### config.mk
export PLATFORM = sky130hd
export DESIGN_NAME = lsef_top
export DESIGN_NICKNAME = d
export VERILOG_FILES = /design/src/hw/lsef_pkg.sv /design/src/hw/lsef_top.sv
export VERILOG_INCLUDE_DIRS = /design/src /design/src/hw
export SDC_FILE = /design/constraint.sdc
export NUM_CORES = 1
export LEC_CHECK = 0
export BUFFER_PORTS_ARGS = -buffer_cell sky130_fd_sc_hd__buf_2
export CAP_MARGIN = 20
export CORE_MARGIN = 3
export CORE_UTILIZATION = 39
export DETAILED_ROUTE_END_ITERATION = 6
export HOLD_SLACK_MARGIN = 0.03
export PLACE_DENSITY = 0.72
export SYNTH_ARGS = -nofsm -noshare
export SYNTH_HDL_FRONTEND = slang
export SYNTH_SLANG_ARGS = --single-unit
### constraint.sdc
create_clock -name mclk -period 1.77 [get_ports mclk]
set_input_delay 0.177 -clock mclk [delete_from_list [all_inputs] [get_ports mclk]]
set_output_delay 0.177 -clock mclk [all_outputs]
set_load 0.005 [all_outputs]
### src/hw/lsef_map.svh
// register offsets, field positions and reset values of the lin flag block
`ifndef LSEF_MAP_SVH
`define LSEF_MAP_SVH
// ==========================================
// register byte addresses
`define LSEF_STATUS_OFS 12'h000
`define LSEF_DATA_OFS 12'h004
`define LSEF_CTRL1_OFS 12'h008
`define LSEF_LINCTRL_OFS 12'h00c
`define LSEF_IRQ_MASK_OFS 12'h010
`define LSEF_IRQ_STAT_OFS 12'h014
// ==========================================
// status fields
`define LSEF_ST_NOISE 2
`define LSEF_ST_FRAME 1
`define LSEF_ST_PARITY 0
// ==========================================
// control one fields
`define LSEF_C1_RX9 7
`define LSEF_C1_TX9 6
`define LSEF_C1_DIS 5
`define LSEF_C1_WORD9 4
`define LSEF_C1_WAKE 3
`define LSEF_C1_PCE 2
`define LSEF_C1_RSVD 1
`define LSEF_C1_PIE 0
// ==========================================
// lin control fields
`define LSEF_LC_LINE 0
`define LSEF_LC_SLAVE 1
`define LSEF_LC_HDM 2
`define LSEF_LC_LPS 3
`define LSEF_LC_HDF 4
// ==========================================
// event bits and reset values
`define LSEF_EV_NOISE 0
`define LSEF_EV_FRAME 1
`define LSEF_EV_PARITY 2
`define LSEF_EV_HEADER 3
`define LSEF_CTRL1_RST 8'h00
`define LSEF_LINCTRL_RST 8'h00
`define LSEF_MASK_RST 4'h0
`endif

### src/hw/lsef_pkg.sv
// types of the lin flag block
package lsef_pkg;
    typedef enum logic [1:0] {
        BUS_IDLE,
        BUS_WRITE
    } lsef_bus_t;
    typedef struct packed {
        lsef_bus_t busSt;
        logic [11:0] addr;
        logic [7:0] ctrl1;
        logic [7:0] linCtrl;
        logic noise;
        logic frame;
        logic parity;
        logic header;
        logic armed;
        logic [2:0] armedMask;
        logic [3:0] irqStat;
        logic [3:0] irqMask;
        logic [31:0] rdata;
        logic irqSerial;
        logic irqLine;
        logic tx9;
        logic word9;
        logic stopPre;
        logic halted;
        logic wakeAddr;
        logic linRepl;
        logic pceOut;
    } lsef_state_t;
endpackage

### src/hw/lsef_top.sv
// lin serial error flags and first control register, ahb-lite slave
`timescale 1ns/1ns
`include "lsef_map.svh"
module lsef_top (
    input wire logic mclk,
    input wire logic rst,
    input wire logic hsel,
    input wire logic [31:0] haddr,
    input wire logic [1:0] htrans,
    input wire logic hwrite,
    input wire logic [2:0] hsize,
    input wire logic [31:0] hwdata,
    input wire logic hready,
    output logic [31:0] hrdata,
    output logic hreadyout,
    output logic hresp,
    input wire logic rxDone,
    input wire logic rxNoise,
    input wire logic rxStopBit,
    input wire logic rxAnyRecessive,
    input wire logic rxBreak,
    input wire logic rxNinth,
    input wire logic rxParityErr,
    input wire logic byteEnd,
    output logic txNinthBit,
    output logic nineBitWords,
    output logic serialHalted,
    output logic wakeAddrMark,
    output logic linReplacement,
    output logic parityCheckOn,
    output logic serialIrq,
    output logic irq
);
    lsef_pkg::lsef_state_t st_r;
    lsef_pkg::lsef_state_t st_nxt;
    logic takeReq;
    logic [11:0] reqAddr;
    logic rdStatus;
    logic rdData;
    logic wrData;
    logic [3:0] evt;
    logic slaveLin;
    logic frameEv;
    logic parEv;
    logic [7:0] statusVal;
    logic [3:0] wmask;
    logic wordXfer;
    logic dataAcc;
    logic hdfClr;
    logic [2:0] flagNow;
    logic [2:0] flagEv;
    logic [2:0] flagClr;
    logic [2:0] flagNew;
    logic [3:0] irqNew;
    // ==========================================
    // request qualify
    // sub-word transfers are ignored, every register is one word
    always_comb begin
        wordXfer = (hsize == 3'h2);
        takeReq = hsel & hready & htrans[1] & wordXfer;
        reqAddr = haddr[11:0];
    end
    // ==========================================
    // outputs
    assign hrdata = st_r.rdata;
    assign hreadyout = 1'b1;
    assign hresp = 1'b0;
    assign txNinthBit = st_r.tx9;
    assign nineBitWords = st_r.word9;
    assign serialHalted = st_r.halted;
    assign wakeAddrMark = st_r.wakeAddr;
    assign linReplacement = st_r.linRepl;
    assign parityCheckOn = st_r.pceOut;
    assign serialIrq = st_r.irqSerial;
    assign irq = st_r.irqLine;
    // ==========================================
    // per-flag set and clear
    genvar gi;
    generate
        for (gi = 0; gi < 3; gi++) begin : g_flag
            // set wins over a clear in the same cycle
            logic keep;
            assign keep = flagNow[gi] & ~flagClr[gi];
            assign flagNew[gi] = keep | flagEv[gi];
        end
        for (gi = 0; gi < 4; gi++) begin : g_irq
            // read clears, an event in that cycle survives
            logic keep;
            assign keep = st_r.irqStat[gi] & ~wmask[gi];
            assign irqNew[gi] = keep | evt[gi];
        end
    endgenerate
    // ==========================================
    // bus strobes
    always_comb begin
        rdStatus = 1'b0;
        rdData = 1'b0;
        wrData = 1'b0;
        wmask = 4'h0;
        hdfClr = 1'b0;
        if (takeReq && !hwrite) begin
            case (reqAddr)
                `LSEF_STATUS_OFS: begin
                    rdStatus = 1'b1;
                end
                `LSEF_DATA_OFS: begin
                    rdData = 1'b1;
                end
                `LSEF_IRQ_STAT_OFS: begin
                    wmask = 4'hf;
                end
                default: begin
                end
            endcase
        end
        // ==========================================
        // write data phase strobes
        if (st_r.busSt == lsef_pkg::BUS_WRITE) begin
            case (st_r.addr)
                `LSEF_DATA_OFS: begin
                    wrData = 1'b1;
                end
                `LSEF_LINCTRL_OFS: begin
                    // header flag clear is a write of one
                    hdfClr = hwdata[`LSEF_LC_HDF];
                end
                default: begin
                end
            endcase
        end
        // a data write lands one cycle after its address phase
        dataAcc = rdData | wrData;
    end
    // ==========================================
    // event decode
    always_comb begin
        slaveLin = st_r.linCtrl[`LSEF_LC_LINE] & st_r.linCtrl[`LSEF_LC_SLAVE];
        frameEv = rxDone & ~rxStopBit & (~slaveLin | rxAnyRecessive);
        if (slaveLin & rxBreak) begin
            frameEv = 1'b0;
        end
        parEv = rxDone & rxParityErr & st_r.ctrl1[`LSEF_C1_PCE];
        evt = 4'h0;
        evt[`LSEF_EV_NOISE] = rxDone & rxNoise & ~slaveLin;
        evt[`LSEF_EV_FRAME] = frameEv;
        evt[`LSEF_EV_PARITY] = parEv;
        evt[`LSEF_EV_HEADER] = rxDone & rxBreak & slaveLin
            & ~st_r.linCtrl[`LSEF_LC_HDM];
        statusVal = {5'h00, st_r.noise, st_r.frame, st_r.parity};
        // ==========================================
        // flag set and clear terms
        flagNow = {st_r.noise, st_r.frame, st_r.parity};
        flagEv[2] = evt[`LSEF_EV_NOISE];
        flagEv[1] = evt[`LSEF_EV_FRAME];
        flagEv[0] = evt[`LSEF_EV_PARITY];
        // data read clears noise and framing
        flagClr[2] = st_r.armed & st_r.armedMask[2] & rdData;
        flagClr[1] = st_r.armed & st_r.armedMask[1] & rdData;
        flagClr[0] = st_r.armed & st_r.armedMask[0] & dataAcc;
    end
    // ==========================================
    // next state
    always_comb begin
        st_nxt = st_r;
        st_nxt.rdata = 32'h0000_0000;
        st_nxt.busSt = lsef_pkg::BUS_IDLE;
        // ==========================================
        // data phase of a write
        if (st_r.busSt == lsef_pkg::BUS_WRITE) begin
            case (st_r.addr)
                `LSEF_CTRL1_OFS: begin
                    // reserved bit held clear
                    // rx ninth bit is kept, software cannot write it
                    st_nxt.ctrl1 = {st_r.ctrl1[7], hwdata[6:2], 1'b0,
                        hwdata[0]};
                end
                `LSEF_LINCTRL_OFS: begin
                    st_nxt.linCtrl = {4'h0, hwdata[3:0]};
                end
                `LSEF_IRQ_MASK_OFS: begin
                    st_nxt.irqMask = hwdata[3:0];
                end
                default: begin
                end
            endcase
        end
        // ==========================================
        // address phase, read data for the next cycle
        // read data stands only in the data phase
        if (takeReq) begin
            st_nxt.addr = reqAddr;
            if (hwrite) begin
                st_nxt.busSt = lsef_pkg::BUS_WRITE;
            end else begin
                case (reqAddr)
                    `LSEF_STATUS_OFS: begin
                        st_nxt.rdata = {24'h0, statusVal};
                    end
                    `LSEF_CTRL1_OFS: begin
                        st_nxt.rdata = {24'h0, st_r.ctrl1};
                    end
                    `LSEF_LINCTRL_OFS: begin
                        st_nxt.rdata = {27'h0, st_r.header,
                            st_r.linCtrl[3:0]};
                    end
                    `LSEF_IRQ_MASK_OFS: begin
                        st_nxt.rdata = {28'h0, st_r.irqMask};
                    end
                    `LSEF_IRQ_STAT_OFS: begin
                        st_nxt.rdata = {28'h0, st_r.irqStat};
                    end
                    default: begin
                        // data register has no storage, reads zero
                        st_nxt.rdata = 32'h0000_0000;
                    end
                endcase
            end
        end
        // ==========================================
        // flags, arm on status read
        // remember flags that were set at the status read
        // a status read in the same cycle re-arms with fresh flags
        if (rdStatus) begin
            st_nxt.armed = 1'b1;
            st_nxt.armedMask = flagNow;
        end else if (st_r.armed & dataAcc) begin
            st_nxt.armed = 1'b0;
        end
        st_nxt.noise = flagNew[2];
        st_nxt.frame = flagNew[1];
        st_nxt.parity = flagNew[0];
        // header flag, write one clears, set wins
        if (evt[`LSEF_EV_HEADER]) begin
            st_nxt.header = 1'b1;
        end else if (hdfClr) begin
            st_nxt.header = 1'b0;
        end
        st_nxt.irqStat = irqNew;
        // ==========================================
        // ninth bit and frame format
        // capture ninth bit in nine-bit mode
        if (rxDone & st_r.ctrl1[`LSEF_C1_WORD9]) begin
            st_nxt.ctrl1[`LSEF_C1_RX9] = rxNinth;
        end
        // word bit selects eight or nine data
        // word bit is not guarded against change mid-frame
        st_nxt.word9 = st_nxt.ctrl1[`LSEF_C1_WORD9];
        // ninth bit out only in nine-bit mode
        if (st_nxt.word9) begin
            st_nxt.tx9 = st_nxt.ctrl1[`LSEF_C1_TX9];
        end else begin
            st_nxt.tx9 = 1'b0;
        end
        // ==========================================
        // low power disable
        // stop waits for the byte to end
        // clearing disable releases the outputs at once
        st_nxt.stopPre = st_nxt.ctrl1[`LSEF_C1_DIS];
        if (!st_nxt.stopPre) begin
            st_nxt.halted = 1'b0;
        end else if (byteEnd | st_r.halted) begin
            st_nxt.halted = 1'b1;
        end
        // ==========================================
        // wake method and parity control
        // wake bit reused in lin mode
        // the line enable decides which meaning the bit takes
        if (st_nxt.linCtrl[`LSEF_LC_LINE]) begin
            st_nxt.wakeAddr = 1'b0;
            st_nxt.linRepl = st_nxt.ctrl1[`LSEF_C1_WAKE];
        end else begin
            st_nxt.wakeAddr = st_nxt.ctrl1[`LSEF_C1_WAKE];
            st_nxt.linRepl = 1'b0;
        end
        st_nxt.pceOut = st_nxt.ctrl1[`LSEF_C1_PCE];
        // ==========================================
        // interrupts
        // parity interrupt, byte or lin parity
        // lin parity select only names the error kind
        // both interrupt outputs are levels, no pulse stretching
        st_nxt.irqSerial = st_nxt.parity & st_nxt.ctrl1[`LSEF_C1_PIE]
            & st_nxt.ctrl1[`LSEF_C1_PCE];
        st_nxt.irqLine = |(st_nxt.irqStat & st_nxt.irqMask);
    end
    // ==========================================
    // state register
    always_ff @(posedge mclk or posedge rst) begin
        if (rst) begin
            // reset branch holds constants only
            st_r.busSt <= lsef_pkg::BUS_IDLE;
            st_r.addr <= 12'h000;
            st_r.ctrl1 <= `LSEF_CTRL1_RST;
            st_r.linCtrl <= `LSEF_LINCTRL_RST;
            st_r.noise <= 1'b0;
            st_r.frame <= 1'b0;
            st_r.parity <= 1'b0;
            st_r.header <= 1'b0;
            st_r.armed <= 1'b0;
            st_r.armedMask <= 3'h0;
            st_r.irqStat <= 4'h0;
            st_r.irqMask <= `LSEF_MASK_RST;
            st_r.rdata <= 32'h0000_0000;
            st_r.irqSerial <= 1'b0;
            st_r.irqLine <= 1'b0;
            st_r.tx9 <= 1'b0;
            st_r.word9 <= 1'b0;
            st_r.stopPre <= 1'b0;
            st_r.halted <= 1'b0;
            st_r.wakeAddr <= 1'b0;
            st_r.linRepl <= 1'b0;
            st_r.pceOut <= 1'b0;
        end else begin
            st_r <= st_nxt;
        end
    end
endmodule // lsef_top

# Word level (Yosys, flattened, before mapping)
# Cells that the tools add are included.
[op_classes]
muxes = 30
n_reduce_logical = 7
n_bitwise = 52
eq_ne = 12
[op_table]
columns = ["cell", "n"]
rows = [
  ["12-bit by 4-bit == test with 1-bit output (second input constant)", 4],
  ["8-bit case mux with 5 select lines", 1],
  ["12-bit by 5-bit == test with 1-bit output (second input constant)", 3],
  ["1-bit bitwise AND", 31],
  ["12-bit by 3-bit == test with 1-bit output (second input constant)", 2],
  ["4-bit 2-to-1 mux", 5],
  ["1-bit 2-to-1 mux", 18],
  ["8-bit 2-to-1 mux", 2],
  ["15-bit 2-to-1 mux", 1],
  ["13-bit 2-to-1 mux", 1],
  ["12-bit zero test", 1],
  ["1-bit NOT", 10],
  ["1-bit OR", 10],
  ["7-bit 2-to-1 mux", 1],
  ["4-bit bitwise AND", 1],
  ["2-bit nonzero test", 2],
  ["4-bit OR reduction", 1],
  ["3-bit by 2-bit == test with 1-bit output (second input constant)", 1],
  ["2-bit by 1-bit == test with 1-bit output (second input constant)", 1],
  ["2-bit 2-to-1 mux", 1],
  ["2-bit by 1-bit inequality test with 1-bit output (second input constant)", 1],
  ["2-bit AND reduction", 1],
  ["1-bit logical AND", 1],
  ["1-bit zero test", 1],
]
[word_totals]
word_cells = 124
reg_bits = 81
out_inout_bits = 42
inputBits = 82

# Depth between registers and ports, before layout
[logic_depth]
depth_word = 12
mapped_depth = 7
depth_no_buf = 5

# Least setup slack after synthesis
# No wires, ideal clock.
[synth_path]
path_type = "input to register"
from = "input port haddr[7]"
to = "register st_r[49] (netlist name)"
path_buffers = 0
setup_slack_ps = -243
required_time_ps = 1645
cell_stages = 5
setup_ps = 125
arrival_ps = 1888
path_cell_list = "or4_4 > nor4_4 > nand2_4 > or3_4 > mux2_4"
[synth_via]
elab_chain_cells = 3
[synth_lines]
columns = ["item", "line_no", "text"]
rows = [
  ["start: declaration", "lsef_top.sv:8", "input wire logic [31:0] haddr,"],
  ["12-bit zero test", "lsef_top.sv:102", "case (reqAddr)"],
  ["1-bit 2-to-1 mux", "lsef_top.sv:102", ""],
  ["1-bit 2-to-1 mux", "lsef_top.sv:101", "if (takeReq && !hwrite) begin"],
  ["end signal: assignment", "lsef_top.sv:313", "st_r <= st_nxt;"],
  ["end: declaration", "lsef_top.sv:34", "lsef_pkg::lsef_state_t st_r;"],
]
# Every way passes these cells.
# A chain may end at the register's enable or synchronous reset.

==> results.md <==
* DIE AREA at 7820 µm²
* CTS tree: built
* Worst path slowest cell: dfrtp_1
* I/O pins at 124
* Power Dens Cells at 787 nW/µm²
* Post-DR wirelength/cell at 15.7 µm
* Count of clock tree sinks at 54
* Register area share after synthesis at 51.0%
* Mux contribution to synthesized area at 15.4%
* Worst Path Arrival at 2.20 ns
* Vias at 1849
* Worst hold slack at 0.0789 ns
* Max-cap violations at 0
* Final setup viols at 7
* Synth warnings at 0
* Diodes inserted at 0
* Die width at 88.5 µm
* Ys flop type: dfrtp_1
* Slew Limit Fails at 0
* Worst hold path class: in2reg
* Clock-pin slew on the worst setup and hold paths at 0.10 ns
* FMAX at 0.500 GHz
* Largest net degree at the start of global routing at 35
* Worst skew pair latency at 0.31 ns
* Min cycle time layout at 2.00 ns
* Cell Rows at 29
* Worst setup margin at -0.229 ns
* Post-synthesis compound-gate area fraction at 6.94%
* Routed Antenna Nets at 0
* Max clock buf depth at 2
* Syn Std Cell Area at 2650 µm²
* Final Cell Area at 3260 µm²
* Tot GR Track Use at 15.9%
* 1st-iter DRT viols at 109
* Layout cells sized above 1 at 46.1%
* Area after DPL at 3030 µm²
* Fin nets at 376
* Status: finished, violations left
* Setup Skew at 0.00736 ns
* #FFs+latches synth at 54
* Unique masters post-synth at 43
* Initial Util at 41.0%
* Xor and xnor area share after synthesis at 0%
* Crit end category: register
* Startpoint type of the worst setup path: register
* Leakage at 0.00163 µW
* Clock Tree Root: clkbuf_8
* Vias/cell at 4.97
* Die span in y at 88.5 µm
* Synth Instances at 224
* Antenna violations before repair at 0
* Largest family of logic cells by synthesized area: multiplexers
* Post-synth EDFFs at 0
* Failing checks: negative setup slack
* Final Cycle Share at 113%
* Final hold vios at 0
* RSZ-0062 raised after global routing: true
* Req. time, crit path at 1.97 ns
* Syn Area/Cell at 11.8 µm²
* Simple-gate share of the synthesized area at 15.4%
* Slowest stage delay, CP at 0.42 ns
* Num CTS Buffers at 5
* DRC violations left at 0
* Crit Path Class: reg2reg
* Post-synth ARST share at 100%
* PortBufs at 51
* Placed cells at 360
* Cell Chain, Critical Path: nor4_4, nand4_1, buf_4, mux2_2, a221o_1
* GRT overflow at 0
* Routed WL at 5830 µm
* Drt pass-1 iters at 4
* # fillers at 570
* Core area at 6460 µm²
* Vias in the first global route at 1821
* Non-filler cells, final at 372
* DP HPWL at 4360 µm
* GP Congestion at 0.908
* First-pass GRT wire length at 9360 µm
* Synth Area in Adders at 0%
* Maximum vdd drop at 0.448 mV
* Depth of the CTS H-tree at 2
* Area Overhead vs Synth at 22.8%
* Crit-path max FO at 4
[final cells by class]
class,instances,area (µm²),area share [%]
Clock buffer,5,68.8,2.11
Sequential cell,54,1350,41.5
Timing Repair Buffer,79,499,15.3
Inverter,4,15.0,0.461
Multi-Input combinational cell,150,1180,36.2
Clock inverter,3,48.8,1.50
Tap cell,77,96.3,2.96
[cell usage in the layout, fill, tap and decap left out, types with 5 or more instances in the layout]
cell type	n
dfrtp_1	54
buf_2	51
conb_1	26
mux2_2	21
buf_4	21
nand2_1	9
and2_1	8
mux2_4	8
mux2i_1	7
nand4_1	5
clkbuf_8	5
buf_6	5
[path summary, 6_finish.rpt]
kind                       cells after the start                       end  slack, ns                 start
min reg2reg                                    1       hrdata[7]$_DFF_PP0_       0.49  st_r[72]$_DFFE_PP0P_
max in group asynchronous                      4  serialHalted$_DFFE_PP0P_       0.81                   rst
max                                            5             irq$_DFF_PP0_      -0.23  st_r[73]$_DFFE_PP0P_
min in group asynchronous                      3      st_r[52]$_DFFE_PP0P_       0.43                   rst
min                                            2  serialHalted$_DFFE_PP0P_       0.08               byteEnd
max reg2reg                                    5             irq$_DFF_PP0_      -0.23  st_r[73]$_DFFE_PP0P_
[cells by family after synthesis]
kind of cell | Yosys count
AOI/OAI and AO/OA | 26
buffers and inverters | 44
DFF | 54
muxes | 36
other | 2
and+or+nand+nor | 62
[registers in the layout, summed over array words and instances, names as in the netlist]
| register | flops |
|---|---|
| st_r | 37 |
| hrdata | 8 |
| flagNow | 3 |
| irq | 1 |
| linReplacement | 1 |
| serialHalted | 1 |
| serialIrq | 1 |
| txNinthBit | 1 |
| wakeAddrMark | 1 |
[timing repair]
item | 4_1_cts | 5_1_grt
pin swaps | 3 | 7
hold buffers | 1 | 0
resized for setup | 10 | 10
endpoints found under the setup margin | 11 | 15
buffers inserted | 1 | 3
endpoints found under the hold margin | 20 | 0
[power by group]
| group | internal (µW) | total (µW) | switching (µW) |
|---|---|---|---|
| Clock | 431 | 861 | 430 |
| Sequential | 1310 | 1380 | 67.7 |
| Combinational | 174 | 324 | 150 |
| Total | 1920 | 2560 | 648 |
[worst max-delay path: cells and delay by family, from the launching register on]
kind | cells | cell delay (ns)
buffers and inverters | 1 | 0.22
AND/OR/NAND/NOR | 2 | 0.61
flip-flops | 1 | 0.42
multiplexers | 1 | 0.29
AO/OA/AOI/OAI | 1 | 0.35
[synthesized netlist by cell type (all sizes together), types with 2 or more instances]
library cell / n / share of area [%]
a21o: 4 / 1.1
nor3b: 4 / 1.1
a31oi: 3 / 0.71
a21boi: 2 / 0.57
and2: 10 / 2.4
and3b: 3 / 0.99
mux2i: 7 / 2.6
inv: 4 / 0.57
o221ai: 2 / 0.66
nor4: 3 / 1.3
or3: 2 / 0.66
clkbuf: 6 / 0.85
nand2: 11 / 1.8
nor3: 4 / 0.76
nor2: 3 / 0.42
nor2b: 2 / 0.47
nand4: 5 / 1.2
dfrtp: 54 / 51
a32o: 2 / 0.76
a21oi: 4 / 0.76
nand3: 4 / 0.76
nand2b: 2 / 0.47
mux2: 29 / 13
conb: 2 / 0.28
and3: 4 / 1.1
buf: 34 / 9.6
o21ai: 4 / 0.76
[stage by stage]
stage / setup TNS [ns] / setup WS (ns) / util (%) / power, µW
6_report: -0.600 / -0.229 / 50.4 / 2560
5_1_grt: -1.29 / -0.284 / 50.4 / 2690
4_1_cts: -0.387 / -0.209 / 49.6 / 2580
3_5_place_dp: -4.32 / -0.363 / 46.9 / 1700
3_3_place_gp: -3.50 / -0.306 / 46.9 / 1680
2_1_floorplan: -0.833 / -0.243 / - / 1590
[layer usage]
metal	up-vias	wire length (µm)	global-route usage, %
met1	896	2390	20.6
met5	-	0	0
met2	69	2980	26.0
li1	875	-	-
met4	0	97	6.18
met3	9	364	3.54
No activity file was read; power rests on OpenSTA's default activity.
